<file path="config.mk">
export PLATFORM = sky130hd
export DESIGN_NAME = adcd_top
export DESIGN_NICKNAME = d
export VERILOG_FILES = /design/src/logic/adcd_sync.v /design/src/logic/adcd_shift.v /design/src/logic/adcd_top.v
export VERILOG_INCLUDE_DIRS = /design/src /design/src/logic
export SDC_FILE = /design/constraint.sdc
export NUM_CORES = 1
export LEC_CHECK = 0
export BUFFER_PORTS_ARGS = -buffer_cell sky130_fd_sc_hd__buf_2
export CORE_UTILIZATION = 55
export CTS_CLUSTER_DIAMETER = 30
export DETAILED_ROUTE_END_ITERATION = 16
export PLACE_DENSITY_LB_ADDON = 0.05
export SLEW_MARGIN = 40
export SYNTH_ARGS = -nofsm -noshare
export SYNTH_HDL_FRONTEND = slang
export SYNTH_SLANG_ARGS = --single-unit
</file>
<file path="constraint.sdc">
create_clock -name mclk -period 6 [get_ports mclk]
set_input_delay 0.3 -clock mclk [delete_from_list [all_inputs] [get_ports mclk]]
set_output_delay 0.3 -clock mclk [all_outputs]
set_load 0.05 [all_outputs]
</file>
<file path="src/logic/adcd_defs.vh">
// constants for the adc command word decoder: field positions, codes, reset values
// assumes it is included by the shifter and top design files of the decoder, once per file
`ifndef ADCD_DEFS_VH
`define ADCD_DEFS_VH

// command word layout
`define ADCD_WORD_BITS      16
`define ADCD_CNT_W          5
`define ADCD_SEL_TOP        15
`define ADCD_SEL_LO         11
`define ADCD_DATA_HI        10
`define ADCD_SCAN_HI        14
`define ADCD_SCAN_LO        11
`define ADCD_CHSEL_HI       10
`define ADCD_CHSEL_LO       7
`define ADCD_RST_HI         6
`define ADCD_RST_LO         5
`define ADCD_PM_HI          4
`define ADCD_PM_LO          3
`define ADCD_TAG_BIT        2
`define ADCD_SOFTWARE_CONVERT_TRIGGER_BIT      1

// register select codes in bits 15:11
`define ADCD_SEL_CONFIG     5'h10
`define ADCD_SEL_UNIPOLAR   5'h11
`define ADCD_SEL_BIPOLAR    5'h12
`define ADCD_SEL_RANGE      5'h13
`define ADCD_SEL_CSCAN0     5'h14
`define ADCD_SEL_CSCAN1     5'h15
`define ADCD_SEL_SEQUENCE   5'h16
`define ADCD_SEL_RESERVED   5'h1f

// reset field actions
`define ADCD_RST_NONE       2'h0
`define ADCD_RST_FIFO       2'h1
`define ADCD_RST_ALL        2'h2

// scan mode codes
`define ADCD_SCAN_KEEP      4'h0
`define ADCD_SCAN_MANUAL    4'h1
`define ADCD_SCAN_REPEAT    4'h2
`define ADCD_SCAN_STD_INT   4'h3
`define ADCD_SCAN_STD_EXT   4'h4
`define ADCD_SCAN_UPR_INT   4'h5
`define ADCD_SCAN_UPR_EXT   4'h6
`define ADCD_SCAN_CUS_INT   4'h7
`define ADCD_SCAN_CUS_EXT   4'h8

// reset values
`define ADCD_SCAN_RST       4'h1
`define ADCD_CHSEL_RST      4'h0
`define ADCD_PM_RST         2'h0
`define ADCD_DATA_RST       11'h000

// averaging
`define ADCD_ACC_W          19
`define ADCD_AVG_CNT_W      8

`endif

</file>
<file path="src/logic/adcd_sync.v">
// two flip-flop synchroniser for the serial pins, one stage pair per bit
// assumes the inputs are asynchronous to mclk
`timescale 1ns/1ns
module adcd_sync
(
    // clock and reset
    input  wire       mclk,
    input  wire       rst_b,
    // pin levels in, synchronised levels out
    input  wire [3:0] pin_in,
    output wire [3:0] pin_sync
);

    genvar gi;
    generate
        for (gi = 0; gi < 4; gi = gi + 1)
        begin : g_bit
            reg meta_r;
            reg sync_r;
            // idle level of each pin is a constant at reset
            always @(posedge mclk or negedge rst_b)
            begin
                if (!rst_b)
                begin
                    meta_r <= (gi == 0) ? 1'b0 : 1'b1;
                    sync_r <= (gi == 0) ? 1'b0 : 1'b1;
                end
                else
                begin
                    meta_r <= pin_in[gi];
                    sync_r <= meta_r;
                end
            end
            assign pin_sync[gi] = sync_r;
        end
    endgenerate

endmodule // adcd_sync

</file>
<file path="src/logic/adcd_shift.v">
// serial command shifter: collects 16 bits per chip-select-low frame
// assumes synchronised sclk, cs_b and din; din taken on sclk rising edge
`timescale 1ns/1ns
`include "adcd_defs.vh"
module adcd_shift
(
    // clock and reset
    input  wire        mclk,
    input  wire        rst_b,
    // synchronised pins
    input  wire        sclk_s,
    input  wire        cs_b_s,
    input  wire        din_s,
    // frame results
    output reg  [15:0] word_r,
    output reg         word_valid_r,
    output reg         cs_rise_r
);

    reg        sclk_d_r;
    reg        cs_b_d_r;
    reg [15:0] shift_r;
    reg [4:0]  count_r;

    wire sclk_rise = sclk_s & ~sclk_d_r;
    wire cs_fall   = cs_b_d_r & ~cs_b_s;

    always @(posedge mclk or negedge rst_b)
    begin
        if (!rst_b)
        begin
            sclk_d_r     <= 1'b0;
            cs_b_d_r     <= 1'b1;
            shift_r      <= 16'h0000;
            count_r      <= 5'h00;
            word_r       <= 16'h0000;
            word_valid_r <= 1'b0;
            cs_rise_r    <= 1'b0;
        end
        else
        begin
            sclk_d_r     <= sclk_s;
            cs_b_d_r     <= cs_b_s;
            word_valid_r <= 1'b0;
            cs_rise_r    <= cs_b_s & ~cs_b_d_r;
            if (cs_fall)
            begin
                count_r <= 5'h00;
            end
            else if (!cs_b_s && sclk_rise && count_r != `ADCD_WORD_BITS)
            begin
                // msb first, word decoded only once all 16 bits are in
                shift_r <= {shift_r[14:0], din_s};
                count_r <= count_r + 5'h01;
                if (count_r == 5'h0f)
                begin
                    word_r       <= {shift_r[14:0], din_s};
                    word_valid_r <= 1'b1;
                end
            end
        end
    end

endmodule // adcd_shift

</file>
<file path="src/logic/adcd_top.v">
// adc command word decoder: serial command decode, mode control, averaging
// assumes a conversion core and fifo on mclk; serial pins arrive asynchronously
//
// What this block does
// - averaging mode emits only the average of the programmed conversion count
// - averaging works only with internal clock modes, never serial-clock conversions
// - standard and upper scans convert differential pairs a second time for the partner channel
// - all register writes arrive as serial command words on the data input
// - bit 15 low means a mode control write, bits 14:1 are its fields, bit 0 unused
// - bit 15 high: bits 15:11 pick the target register, bits 10:0 data
// - mode bits 10:7 select input channel n, default 0000
// - reset field: 01 clears fifo, 10 restores all defaults and fifo
// - mode bits 4:3 select power management, default 00
// - channel id bit in external mode frames output as 4-bit channel plus result
// - internal clock mode results always carry the channel address
// - software convert in internal mode starts conversion on chip-select rise
// - software convert bit clears itself once the conversion completes
// - scan code 0000 keeps mode and channel, still updates bits 6:3 and 1
`timescale 1ns/1ns
`include "adcd_defs.vh"
module adcd_top
(
    // clock and reset
    input  wire        mclk,
    input  wire        rst_b,
    // serial pins
    input  wire        sclk,
    input  wire        cs_b,
    input  wire        din,
    input  wire        convert_start_pin_b,
    // conversion core
    input  wire        conv_done,
    input  wire        result_valid,
    input  wire [11:0] result_data,
    input  wire [3:0]  result_chan,
    input  wire        avg_request,
    input  wire [2:0]  avg_log2,
    input  wire [7:0]  pair_diff_mask,
    // mode control state
    output reg  [3:0]  scan_mode_r,
    output reg  [3:0]  input_channel_number_r,
    output reg  [1:0]  power_management_select_r,
    output reg         tag_output_with_channel_r,
    output reg         software_convert_trigger_r,
    output wire        internal_clock_mode,
    output wire        averaging_active,
    // other registers
    output reg  [10:0] config_r,
    output reg  [10:0] unipolar_r,
    output reg  [10:0] bipolar_r,
    output reg  [10:0] range_r,
    output reg  [10:0] cscan0_r,
    output reg  [10:0] cscan1_r,
    output reg  [10:0] sequence_r,
    // actions
    output reg         conv_start_r,
    output reg         fifo_clear_r,
    output reg         soft_reset_r,
    output reg         pair_rescan_r,
    output reg  [3:0]  pair_rescan_chan_r,
    // result fifo write side
    output reg         fifo_wr_r,
    output reg  [15:0] fifo_wdata_r
);

    wire [3:0]  pin_sync;
    wire [15:0] cmd_word;
    wire        cmd_valid;
    wire        cs_rise;
    reg         cnv_d_r;

    adcd_sync u_sync
    (
        .mclk        (mclk),
        .rst_b       (rst_b),
        .pin_in      ({convert_start_pin_b, din, cs_b, sclk}),
        .pin_sync    (pin_sync)
    );

    adcd_shift u_shift
    (
        .mclk         (mclk),
        .rst_b        (rst_b),
        .sclk_s       (pin_sync[0]),
        .cs_b_s       (pin_sync[1]),
        .din_s        (pin_sync[2]),
        .word_r       (cmd_word),
        .word_valid_r (cmd_valid),
        .cs_rise_r    (cs_rise)
    );

    // command fields
    wire [4:0]  sel_code  = cmd_word[`ADCD_SEL_TOP:`ADCD_SEL_LO];
    wire [10:0] reg_data  = cmd_word[`ADCD_DATA_HI:0];
    wire [3:0]  new_scan  = cmd_word[`ADCD_SCAN_HI:`ADCD_SCAN_LO];
    wire [1:0]  new_rst   = cmd_word[`ADCD_RST_HI:`ADCD_RST_LO];
    wire        mode_wr   = cmd_valid & ~cmd_word[`ADCD_SEL_TOP];
    wire        full_rst  = mode_wr & (new_rst == `ADCD_RST_ALL);

    // clock mode follows the scan mode
    assign internal_clock_mode = (scan_mode_r == `ADCD_SCAN_REPEAT)  ||
                                 (scan_mode_r == `ADCD_SCAN_STD_INT) ||
                                 (scan_mode_r == `ADCD_SCAN_UPR_INT) ||
                                 (scan_mode_r == `ADCD_SCAN_CUS_INT);
    // averaging gated by internal clocking
    assign averaging_active = avg_request & internal_clock_mode;

    wire auto_scan = (scan_mode_r == `ADCD_SCAN_STD_INT) ||
                     (scan_mode_r == `ADCD_SCAN_STD_EXT) ||
                     (scan_mode_r == `ADCD_SCAN_UPR_INT) ||
                     (scan_mode_r == `ADCD_SCAN_UPR_EXT);

    reg [3:0]  scan_nxt;
    reg [3:0]  chsel_nxt;
    reg [1:0]  pm_nxt;
    reg        tag_nxt;
    reg        software_convert_trigger_nxt;
    reg [10:0] config_nxt;
    reg [10:0] unipolar_nxt;
    reg [10:0] bipolar_nxt;
    reg [10:0] range_nxt;
    reg [10:0] cscan0_nxt;
    reg [10:0] cscan1_nxt;
    reg [10:0] sequence_nxt;

    always @*
    begin
        scan_nxt     = scan_mode_r;
        chsel_nxt    = input_channel_number_r;
        pm_nxt       = power_management_select_r;
        tag_nxt      = tag_output_with_channel_r;
        software_convert_trigger_nxt    = software_convert_trigger_r;
        config_nxt   = config_r;
        unipolar_nxt = unipolar_r;
        bipolar_nxt  = bipolar_r;
        range_nxt    = range_r;
        cscan0_nxt   = cscan0_r;
        cscan1_nxt   = cscan1_r;
        sequence_nxt = sequence_r;
        // self clear after triggered conversion; a new write below wins
        if (conv_done)
        begin
            software_convert_trigger_nxt = 1'b0;
        end
        if (full_rst)
        begin
            // every register back to default
            scan_nxt     = `ADCD_SCAN_RST;
            chsel_nxt    = `ADCD_CHSEL_RST;
            pm_nxt       = `ADCD_PM_RST;
            tag_nxt      = 1'b0;
            software_convert_trigger_nxt    = 1'b0;
            config_nxt   = `ADCD_DATA_RST;
            unipolar_nxt = `ADCD_DATA_RST;
            bipolar_nxt  = `ADCD_DATA_RST;
            range_nxt    = `ADCD_DATA_RST;
            cscan0_nxt   = `ADCD_DATA_RST;
            cscan1_nxt   = `ADCD_DATA_RST;
            sequence_nxt = `ADCD_DATA_RST;
        end
        else if (mode_wr)
        begin
            // bit 15 low: mode control write
            pm_nxt    = cmd_word[`ADCD_PM_HI:`ADCD_PM_LO];
            software_convert_trigger_nxt = cmd_word[`ADCD_SOFTWARE_CONVERT_TRIGGER_BIT];
            if (new_scan != `ADCD_SCAN_KEEP)
            begin
                // scan code 0000 keeps mode, channel and tag
                scan_nxt  = new_scan;
                chsel_nxt = cmd_word[`ADCD_CHSEL_HI:`ADCD_CHSEL_LO];
                tag_nxt   = cmd_word[`ADCD_TAG_BIT];
            end
        end
        else if (cmd_valid)
        begin
            // bit 15 high: route data by select code, others ignored
            case (sel_code)
                `ADCD_SEL_CONFIG:   config_nxt   = reg_data;
                `ADCD_SEL_UNIPOLAR: unipolar_nxt = reg_data;
                `ADCD_SEL_BIPOLAR:  bipolar_nxt  = reg_data;
                `ADCD_SEL_RANGE:    range_nxt    = reg_data;
                `ADCD_SEL_CSCAN0:   cscan0_nxt   = reg_data;
                `ADCD_SEL_CSCAN1:   cscan1_nxt   = reg_data;
                `ADCD_SEL_SEQUENCE: sequence_nxt = reg_data;
                default:            config_nxt   = config_r;
            endcase
        end
    end

    always @(posedge mclk or negedge rst_b)
    begin
        if (!rst_b)
        begin
            scan_mode_r                <= `ADCD_SCAN_RST;
            input_channel_number_r     <= `ADCD_CHSEL_RST;
            power_management_select_r  <= `ADCD_PM_RST;
            tag_output_with_channel_r  <= 1'b0;
            software_convert_trigger_r <= 1'b0;
            config_r                   <= `ADCD_DATA_RST;
            unipolar_r                 <= `ADCD_DATA_RST;
            bipolar_r                  <= `ADCD_DATA_RST;
            range_r                    <= `ADCD_DATA_RST;
            cscan0_r                   <= `ADCD_DATA_RST;
            cscan1_r                   <= `ADCD_DATA_RST;
            sequence_r                 <= `ADCD_DATA_RST;
            fifo_clear_r               <= 1'b0;
            soft_reset_r               <= 1'b0;
        end
        else
        begin
            scan_mode_r                <= scan_nxt;
            input_channel_number_r     <= chsel_nxt;
            power_management_select_r  <= pm_nxt;
            tag_output_with_channel_r  <= tag_nxt;
            software_convert_trigger_r <= software_convert_trigger_nxt;
            config_r                   <= config_nxt;
            unipolar_r                 <= unipolar_nxt;
            bipolar_r                  <= bipolar_nxt;
            range_r                    <= range_nxt;
            cscan0_r                   <= cscan0_nxt;
            cscan1_r                   <= cscan1_nxt;
            sequence_r                 <= sequence_nxt;
            // fifo clear on 01 and with a full reset
            fifo_clear_r               <= mode_wr & ((new_rst == `ADCD_RST_FIFO) | full_rst);
            soft_reset_r               <= full_rst;
        end
    end

    // conversion start, internal clock mode only: pin pulse, or chip-select rise under software convert
    wire cnv_rise = pin_sync[3] & ~cnv_d_r;

    always @(posedge mclk or negedge rst_b)
    begin
        if (!rst_b)
        begin
            cnv_d_r      <= 1'b1;
            conv_start_r <= 1'b0;
        end
        else
        begin
            cnv_d_r      <= pin_sync[3];
            if (internal_clock_mode && software_convert_trigger_r)
            begin
                conv_start_r <= cs_rise;
            end
            else
            begin
                conv_start_r <= cnv_rise & internal_clock_mode;
            end
        end
    end

    // averaging accumulator and output framing
    reg  [`ADCD_ACC_W-1:0]     acc_r;
    reg  [`ADCD_AVG_CNT_W-1:0] avg_cnt_r;
    wire [`ADCD_ACC_W-1:0]     acc_sum  = acc_r + {7'h00, result_data};
    wire [`ADCD_ACC_W-1:0]     acc_avg  = acc_sum >> avg_log2;
    wire [`ADCD_AVG_CNT_W-1:0] cnt_inc  = avg_cnt_r + 8'h01;
    wire [`ADCD_AVG_CNT_W-1:0] cnt_goal = 8'h01 << avg_log2;
    wire                       tag_on   = tag_output_with_channel_r | internal_clock_mode;
    reg                        emit;
    reg  [11:0]                emit_val;

    always @*
    begin
        emit     = 1'b0;
        emit_val = result_data;
        if (result_valid)
        begin
            if (!averaging_active)
            begin
                emit = 1'b1;
            end
            else if (cnt_inc == cnt_goal)
            begin
                // only the average goes to the fifo
                emit     = 1'b1;
                emit_val = acc_avg[11:0];
            end
        end
    end

    always @(posedge mclk or negedge rst_b)
    begin
        if (!rst_b)
        begin
            acc_r              <= 19'h0_0000;
            avg_cnt_r          <= 8'h00;
            fifo_wr_r          <= 1'b0;
            fifo_wdata_r       <= 16'h0000;
            pair_rescan_r      <= 1'b0;
            pair_rescan_chan_r <= 4'h0;
        end
        else
        begin
            fifo_wr_r     <= emit;
            pair_rescan_r <= 1'b0;
            if (!averaging_active || fifo_clear_r)
            begin
                acc_r     <= 19'h0_0000;
                avg_cnt_r <= 8'h00;
            end
            else if (result_valid)
            begin
                acc_r     <= emit ? 19'h0_0000 : acc_sum;
                avg_cnt_r <= emit ? 8'h00 : cnt_inc;
            end
            if (emit)
            begin
                // channel tag forced in internal mode
                fifo_wdata_r <= tag_on ? {result_chan, emit_val} : {4'h0, emit_val};
                if (auto_scan && pair_diff_mask[result_chan[3:1]] && !result_chan[0])
                begin
                    // standard and upper scans convert a pair again for its odd channel
                    pair_rescan_r      <= 1'b1;
                    pair_rescan_chan_r <= {result_chan[3:1], 1'b1};
                end
            end
        end
    end

endmodule // adcd_top

</file>
# Yosys cells after proc, flatten, opt, wreduce, memory -nomap -nowiden
# Cells that the tools add are included.
[classes]
n_addsub = 3
order_cmp = 1
reduce_logical = 40
n_bitwise = 17
muxes = 65
shift = 2
n_eq_ne = 19
[op_table]
columns = ["cell", "count"]
rows = [
  ["11-bit two-way mux", 28],
  ["19-bit two-way mux", 3],
  ["12-bit two-way mux", 3],
  ["5-bit equality test, second input constant", 7],
  ["4-bit two-way mux", 6],
  ["8-bit two-way mux", 3],
  ["3-bit AND reduction", 8],
  ["2-bit nonzero test", 12],
  ["19-bit by 12-bit adder with 19-bit output", 1],
  ["19-bit by 3-bit >> shifter with 12-bit output", 1],
  ["4-bit by 3-bit equality test with 1-bit output, second input constant", 4],
  ["1-bit two-way mux", 16],
  ["16-bit two-way mux", 1],
  ["5-bit two-way mux", 2],
  ["1-bit bitwise AND", 9],
  ["8-bit by 1-bit adder with 8-bit output, second input constant", 1],
  ["4-bit by 2-bit equality test with 1-bit output, second input constant", 2],
  ["8-bit equality test", 1],
  ["1-bit by 3-bit << shifter with 8-bit output, first input constant", 1],
  ["1-bit logical OR", 7],
  ["1-bit inverter", 6],
  ["2-bit AND reduction", 3],
  ["5-bit by 1-bit adder with 5-bit output, second input constant", 1],
  ["5-bit by 4-bit equality test with 1-bit output, second input constant", 1],
  ["other kinds (12)", 20],
]
[totals]
reg_bits = 190
elab_cells = 184

# Depth between registers and ports, before layout
[logic_depth]
word_depth = 10
ltp_mapped = 11
ltp_nobuf = 10

# Cells and area by module
# From an unflattened synthesis, not the netlist that was laid out.
[hier_totals]
hier_cells = 929
area_unflattened_um2 = 9693.0
[modules_own_cells]
columns = ["mod", "area_each_um2", "cells_each", "instances"]
rows = [
  ["adcd_top", 7806.2, 811, 1],
  ["adcd_shift", 1649.1, 106, 1],
  ["adcd_sync", 237.7, 12, 1],
]

# Least setup slack after synthesis
# No wires, ideal clock.
[synth_path]
path_kind = "reg-to-reg"
start = "register scan_mode_r[2]"
end = "register fifo_wdata_r[11]"
required_time_ns = 5.896
setup_slack_ns = 2.347
path_buffers = 0
t_arrival_ns = 3.549
path_stages_with_launch = 9
path_cell_list = "dfrtp_1 > mux2i_1 > nor2_1 > nand2_2 > inv_1 > nand4_1 > or4b_4 > or4_1 > o311ai_1"
[synth_via]
elab_chain_len = 8
word_cells_on_any_way = 13
[synth_lines]
columns = ["item", "line_no", "text"]
rows = [
  ["start, declared", "adcd_top.v:40", "output reg [3:0] scan_mode_r,"],
  ["start signal, assigned", "adcd_top.v:194", "scan_mode_r <= `ADCD_SCAN_RST;"],
  ["start signal, assigned", "adcd_top.v:211", "scan_mode_r <= scan_nxt;"],
  ["4-bit by 2-bit equality test with 1-bit output (no source line)", "-", ""],
  ["1-bit logical OR (2 in series)", "adcd_top.v:101", "assign internal_clock_mode = (scan_mode_r == `ADCD_SCAN_REPEAT) ||"],
  ["1-bit logical OR (*)", "adcd_top.v:101", ""],
  ["named net internal_clock_mode", "adcd_top.v:45", "output wire internal_clock_mode,"],
  ["1-bit bitwise AND (*)", "adcd_top.v:106", "assign averaging_active = avg_request & internal_clock_mode;"],
  ["named net averaging_active", "adcd_top.v:46", "output wire averaging_active,"],
  ["12-bit two-way mux", "adcd_top.v:270", "if (!averaging_active)"],
  ["12-bit two-way mux", "adcd_top.v:268", "if (result_valid)"],
  ["16-bit two-way mux", "adcd_top.v:311", "fifo_wdata_r <= tag_on ? {result_chan, emit_val} : {4'h0, emit_val};"],
  ["end signal, assigned", "adcd_top.v:311", ""],
  ["end, declared", "adcd_top.v:63", "output reg [15:0] fifo_wdata_r"],
]
# Mark *: on every way through the listed nets, which the timed path passes. The rest lies on a longest branch.
# A chain may end at the register's enable or synchronous reset.

# Final worst setup path
[layout_path]
start = "register acc_r[0]"
end = "register fifo_wdata_r[5]"
[layout_via]
elab_chain_len = 6
[layout_lines]
columns = ["item", "line_no", "text"]
rows = [
  ["start, declared", "adcd_top.v:254", "reg [`ADCD_ACC_W-1:0] acc_r;"],
  ["start signal, assigned", "adcd_top.v:305", "acc_r <= emit ? 19'h0_0000 : acc_sum;"],
  ["19-bit by 12-bit adder with 19-bit output", "adcd_top.v:256", "wire [`ADCD_ACC_W-1:0] acc_sum = acc_r + {7'h00, result_data};"],
  ["19-bit by 3-bit >> shifter with 12-bit output", "adcd_top.v:257", "wire [`ADCD_ACC_W-1:0] acc_avg = acc_sum >> avg_log2;"],
  ["12-bit two-way mux", "adcd_top.v:274", "else if (cnt_inc == cnt_goal)"],
  ["12-bit two-way mux", "adcd_top.v:270", ""],
  ["12-bit two-way mux", "adcd_top.v:268", ""],
  ["16-bit two-way mux", "adcd_top.v:311", ""],
]
# No other way between the ends.

==> reports/qor.csv <==
stage;metric;value;unit
run_status;status;completed;
global_routing;grt_pass1_vias;7216;
yosys;synth_fp_nets;953;
timing;report.final.slew_viol_count;0;
power_and_ir_drop;leakage;5.926;nW
worst_setup_path;crit_buf_inv;0;
finish;synthToLayoutAreaGrowth;16.97;%
clock_tree;cts_resized;0;
routing;drt-wirelength-per-cell;19.16;um
worst_setup_path;crit_type;reg -> reg;
clock_tree;cts_sinks;190;
yosys;async_flop_share;100.0;%
worst_setup_path;critical-path-top-delay-family;compound AO/OA/AOI/OAI gates;
placed_design;place.gp.congestion;0.8916;
global_routing;track_usage;28.34;%
placed_design;dpl.hpwl;16840;um
worst_setup_path;path_max_fanout;7;
routing;vias;7475;
hold_path;min-delay-start;result_chan[0];
finish;fin_nets;1084;
floorplan;num_rows;47;
global_routing;grt_remaining_overflow;0;
timing;worst_pin_slew;0.8037;ns
clock_tree;clock_path_buffers;2;
timing;rsz0062_at_grt;false;
floorplan;core_area;16700;um^2
floorplan;io_pins;152;
worst_setup_path;cp.required;6.33;ns
worst_setup_path;arrival;3.79;ns
timing;fmax;289.2;MHz
worst_setup_path;cp-startpoint;acc_r[0];
hold_path;holdCritPathClass;in -> reg;
routing;antenna_left;0;
floorplan;die_x;133.1;um
global_routing;antenna_found_initial;0;
placed_design;pre_cts_ws;2.511;ns
floorplan;die_h;133.1;um
finish;drive_gt1_share;25.48;%
worst_setup_path;crit_path_top_delay_cell;a211oi_2;
clock_tree;clk_latency;0.45;ns
clock_tree;post_cts_buffers;0;
power_and_ir_drop;ir_drop;0.2013;mV
yosys;syn-cell-area;9458;um^2
yosys;syn_area_per_cell;10.51;um^2
routing;drc;0;
routing;vias_per_cell;5.914;
finish;final_common_cell;dfrtp_1;
power_and_ir_drop;p_per_area;245.1;nW/um^2
timing;tns;0;ns
timing;finalCritPeriodShare;57.62;%
floorplan;die_area;17720;um^2
routing;wl;24220;um
yosys;synth.distinct_cells;76;
global_routing;grt_max_degree;68;
timing;hold_violations;0;
yosys;ys_ff_latch;190;
routing;drtIter0Drc;539;
timing;min_period;3.457;ns
yosys;synth_top_flop_cell;dfrtp_1;
clock_tree;tritoncts;yes;
routing;firstDrtPassIters;5;
clock_tree;path_clk_slew;0.07;ns
yosys;synth-edff-count;0;
flow_run;drv_cap;0;
global_routing;grt_pass1_wl;38900;um
yosys;ys_seq_area_share;50.39;%
worst_setup_path;crit_chain;ha_1, fa_1, a211oi_1, o21ai_1, a211oi_2, nor2_1, xnor2_1, mux2_2, mux4_2, a21o_1;
clock_tree;hold_buffers;5;
yosys;ys_warn_count;0;
yosys;syn_inst;900;
timing;timing.final.setup_violations;0;
timing;final.setup.worst_slack;2.543;ns
timing;clock_skew;0.01250;ns
worst_setup_path;end_kind;flop;
finish;layout_common_cells;dfrtp_1 (181), buf_2 (150), nor2_1 (108);
clock_tree;cts_root_buf;clkbuf_16;
worst_setup_path;setup.worst_path.start_class;flop;
finish;fin_util;66.24;%
placed_design;port_buffers;151;
worst_setup_path;cp_slowest_stage_delay;0.49;ns
placed_design;dp.cells;1227;
finish;instances_no_fill;1264;
finish;insertedDiodeCount;0;
timing;slew_headroom;46.27;%
clock_tree;numCtsBuffers;17;
floorplan;initial_core_util;56.63;%
clock_tree;htreeDepth;4;
worst_setup_path;r2r-start;acc_r[0];
==> synth_stat cells (4+ instances only) <==
cell / instances / area share, %
a211o_1: 6 / 0.56
a211oi_1: 6 / 0.48
a21o_1: 7 / 0.56
a21oi_1: 32 / 1.7
a22o_1: 13 / 1.2
a22oi_1: 5 / 0.40
a31oi_1: 4 / 0.26
and3_1: 5 / 0.33
buf_1: 9 / 0.36
buf_2: 5 / 0.26
clkbuf_1: 39 / 1.5
dfrtp_1: 181 / 48
dfstp_2: 9 / 2.5
ha_1: 16 / 2.1
inv_1: 21 / 0.83
inv_2: 4 / 0.16
mux2_2: 35 / 4.2
mux2i_1: 84 / 8.9
mux4_2: 5 / 1.2
nand2_1: 65 / 2.6
nand2b_1: 7 / 0.46
nand3_1: 28 / 1.5
nand4_1: 8 / 0.53
nor2_1: 108 / 4.3
nor2b_1: 4 / 0.26
nor3_1: 15 / 0.79
nor3b_1: 4 / 0.32
o211a_1: 4 / 0.42
o211ai_1: 9 / 0.71
o21ai_0: 55 / 2.9
o22ai_1: 7 / 0.46
o31ai_1: 5 / 0.40
or2_2: 5 / 0.33
or3_1: 8 / 0.53
xnor2_1: 12 / 1.1
xor2_1: 6 / 0.56
==> power by group <==
group | switching [mW] | internal [mW] | leakage, nW
Combinational | 0.141 | 0.0798 | 3.06
Clock | 0.580 | 0.566 | 0.291
Sequential | 0.0271 | 1.32 | 2.58
==> sequential cells by signal, summed over array words and instances (netlist names), 8 cells and up <==
register,count
avg_cnt_r,8
bipolar_r,11
cscan1_r,11
u_shift.word_r,16
u_shift.shift_r,15
sequence_r,11
cscan0_r,11
fifo_wdata_r,16
unipolar_r,11
config_r,11
acc_r,19
range_r,11
==> worst min-delay path, cell delays in order <==
cell	delay [ns]
buf_2	0.09
nand3_1	0.06
nand2_1	0.06
==> per-layer routing <==
layer / GRT usage, % / routed length, um
met5: 0 / 0
met4: 10.67 / 576
met3: 6.164 / 1328
met2: 47.50 / 12020
met1: 36.17 / 10300
==> stage by stage <==
stage               power (mW)  instance area [um^2]  hold slack (ns)
floorplan                1.499                  9458         0.004409
global placement         1.582                 10340           0.3079
detailed placement       1.587                 10400           0.3093
CTS                      2.730                 11050          0.08472
global route             2.798                 11060           0.1029
finish                   2.711                 11060          0.09806
==> area by class of cell <==
class | count | area (um^2)
Fill cell | 1397 | 5638
Sequential cell | 190 | 4766
Multi-Input combinational cell | 631 | 4423
Timing Repair Buffer | 165 | 905.9
Clock buffer | 18 | 429.2
Tap cell | 220 | 275.3
Clock inverter | 14 | 166.4
Inverter | 26 | 97.59
==> final timing paths <==
path / end / slack (ns) / cells past startpoint
setup / recovery: fifo_wdata_r[5] / 2.54 / 10
min in group asynchronous: avg_cnt_r[5] / 0.39 / 2
hold reg to reg: u_sync.g_bit[0].sync_r / 0.35 / 0
setup reg to reg: fifo_wdata_r[5] / 2.54 / 10
hold / removal: fifo_wdata_r[12] / 0.1 / 3
max in group asynchronous: scan_mode_r[0] / 4.48 / 4
==> logic make-up (layout without fill, tap and decap cells) <==
family	count (synthesis)	count (layout)	share of synthesized area [%]
xor+xnor	18	18	1.667
flops	190	190	50.39
compound gates	189	189	13.57
buf+inv	79	223	3.201
simple gates	280	280	14.23
fa+ha+maj	17	17	2.328
mux	127	127	14.61
Power figures use the tool's default switching activity.
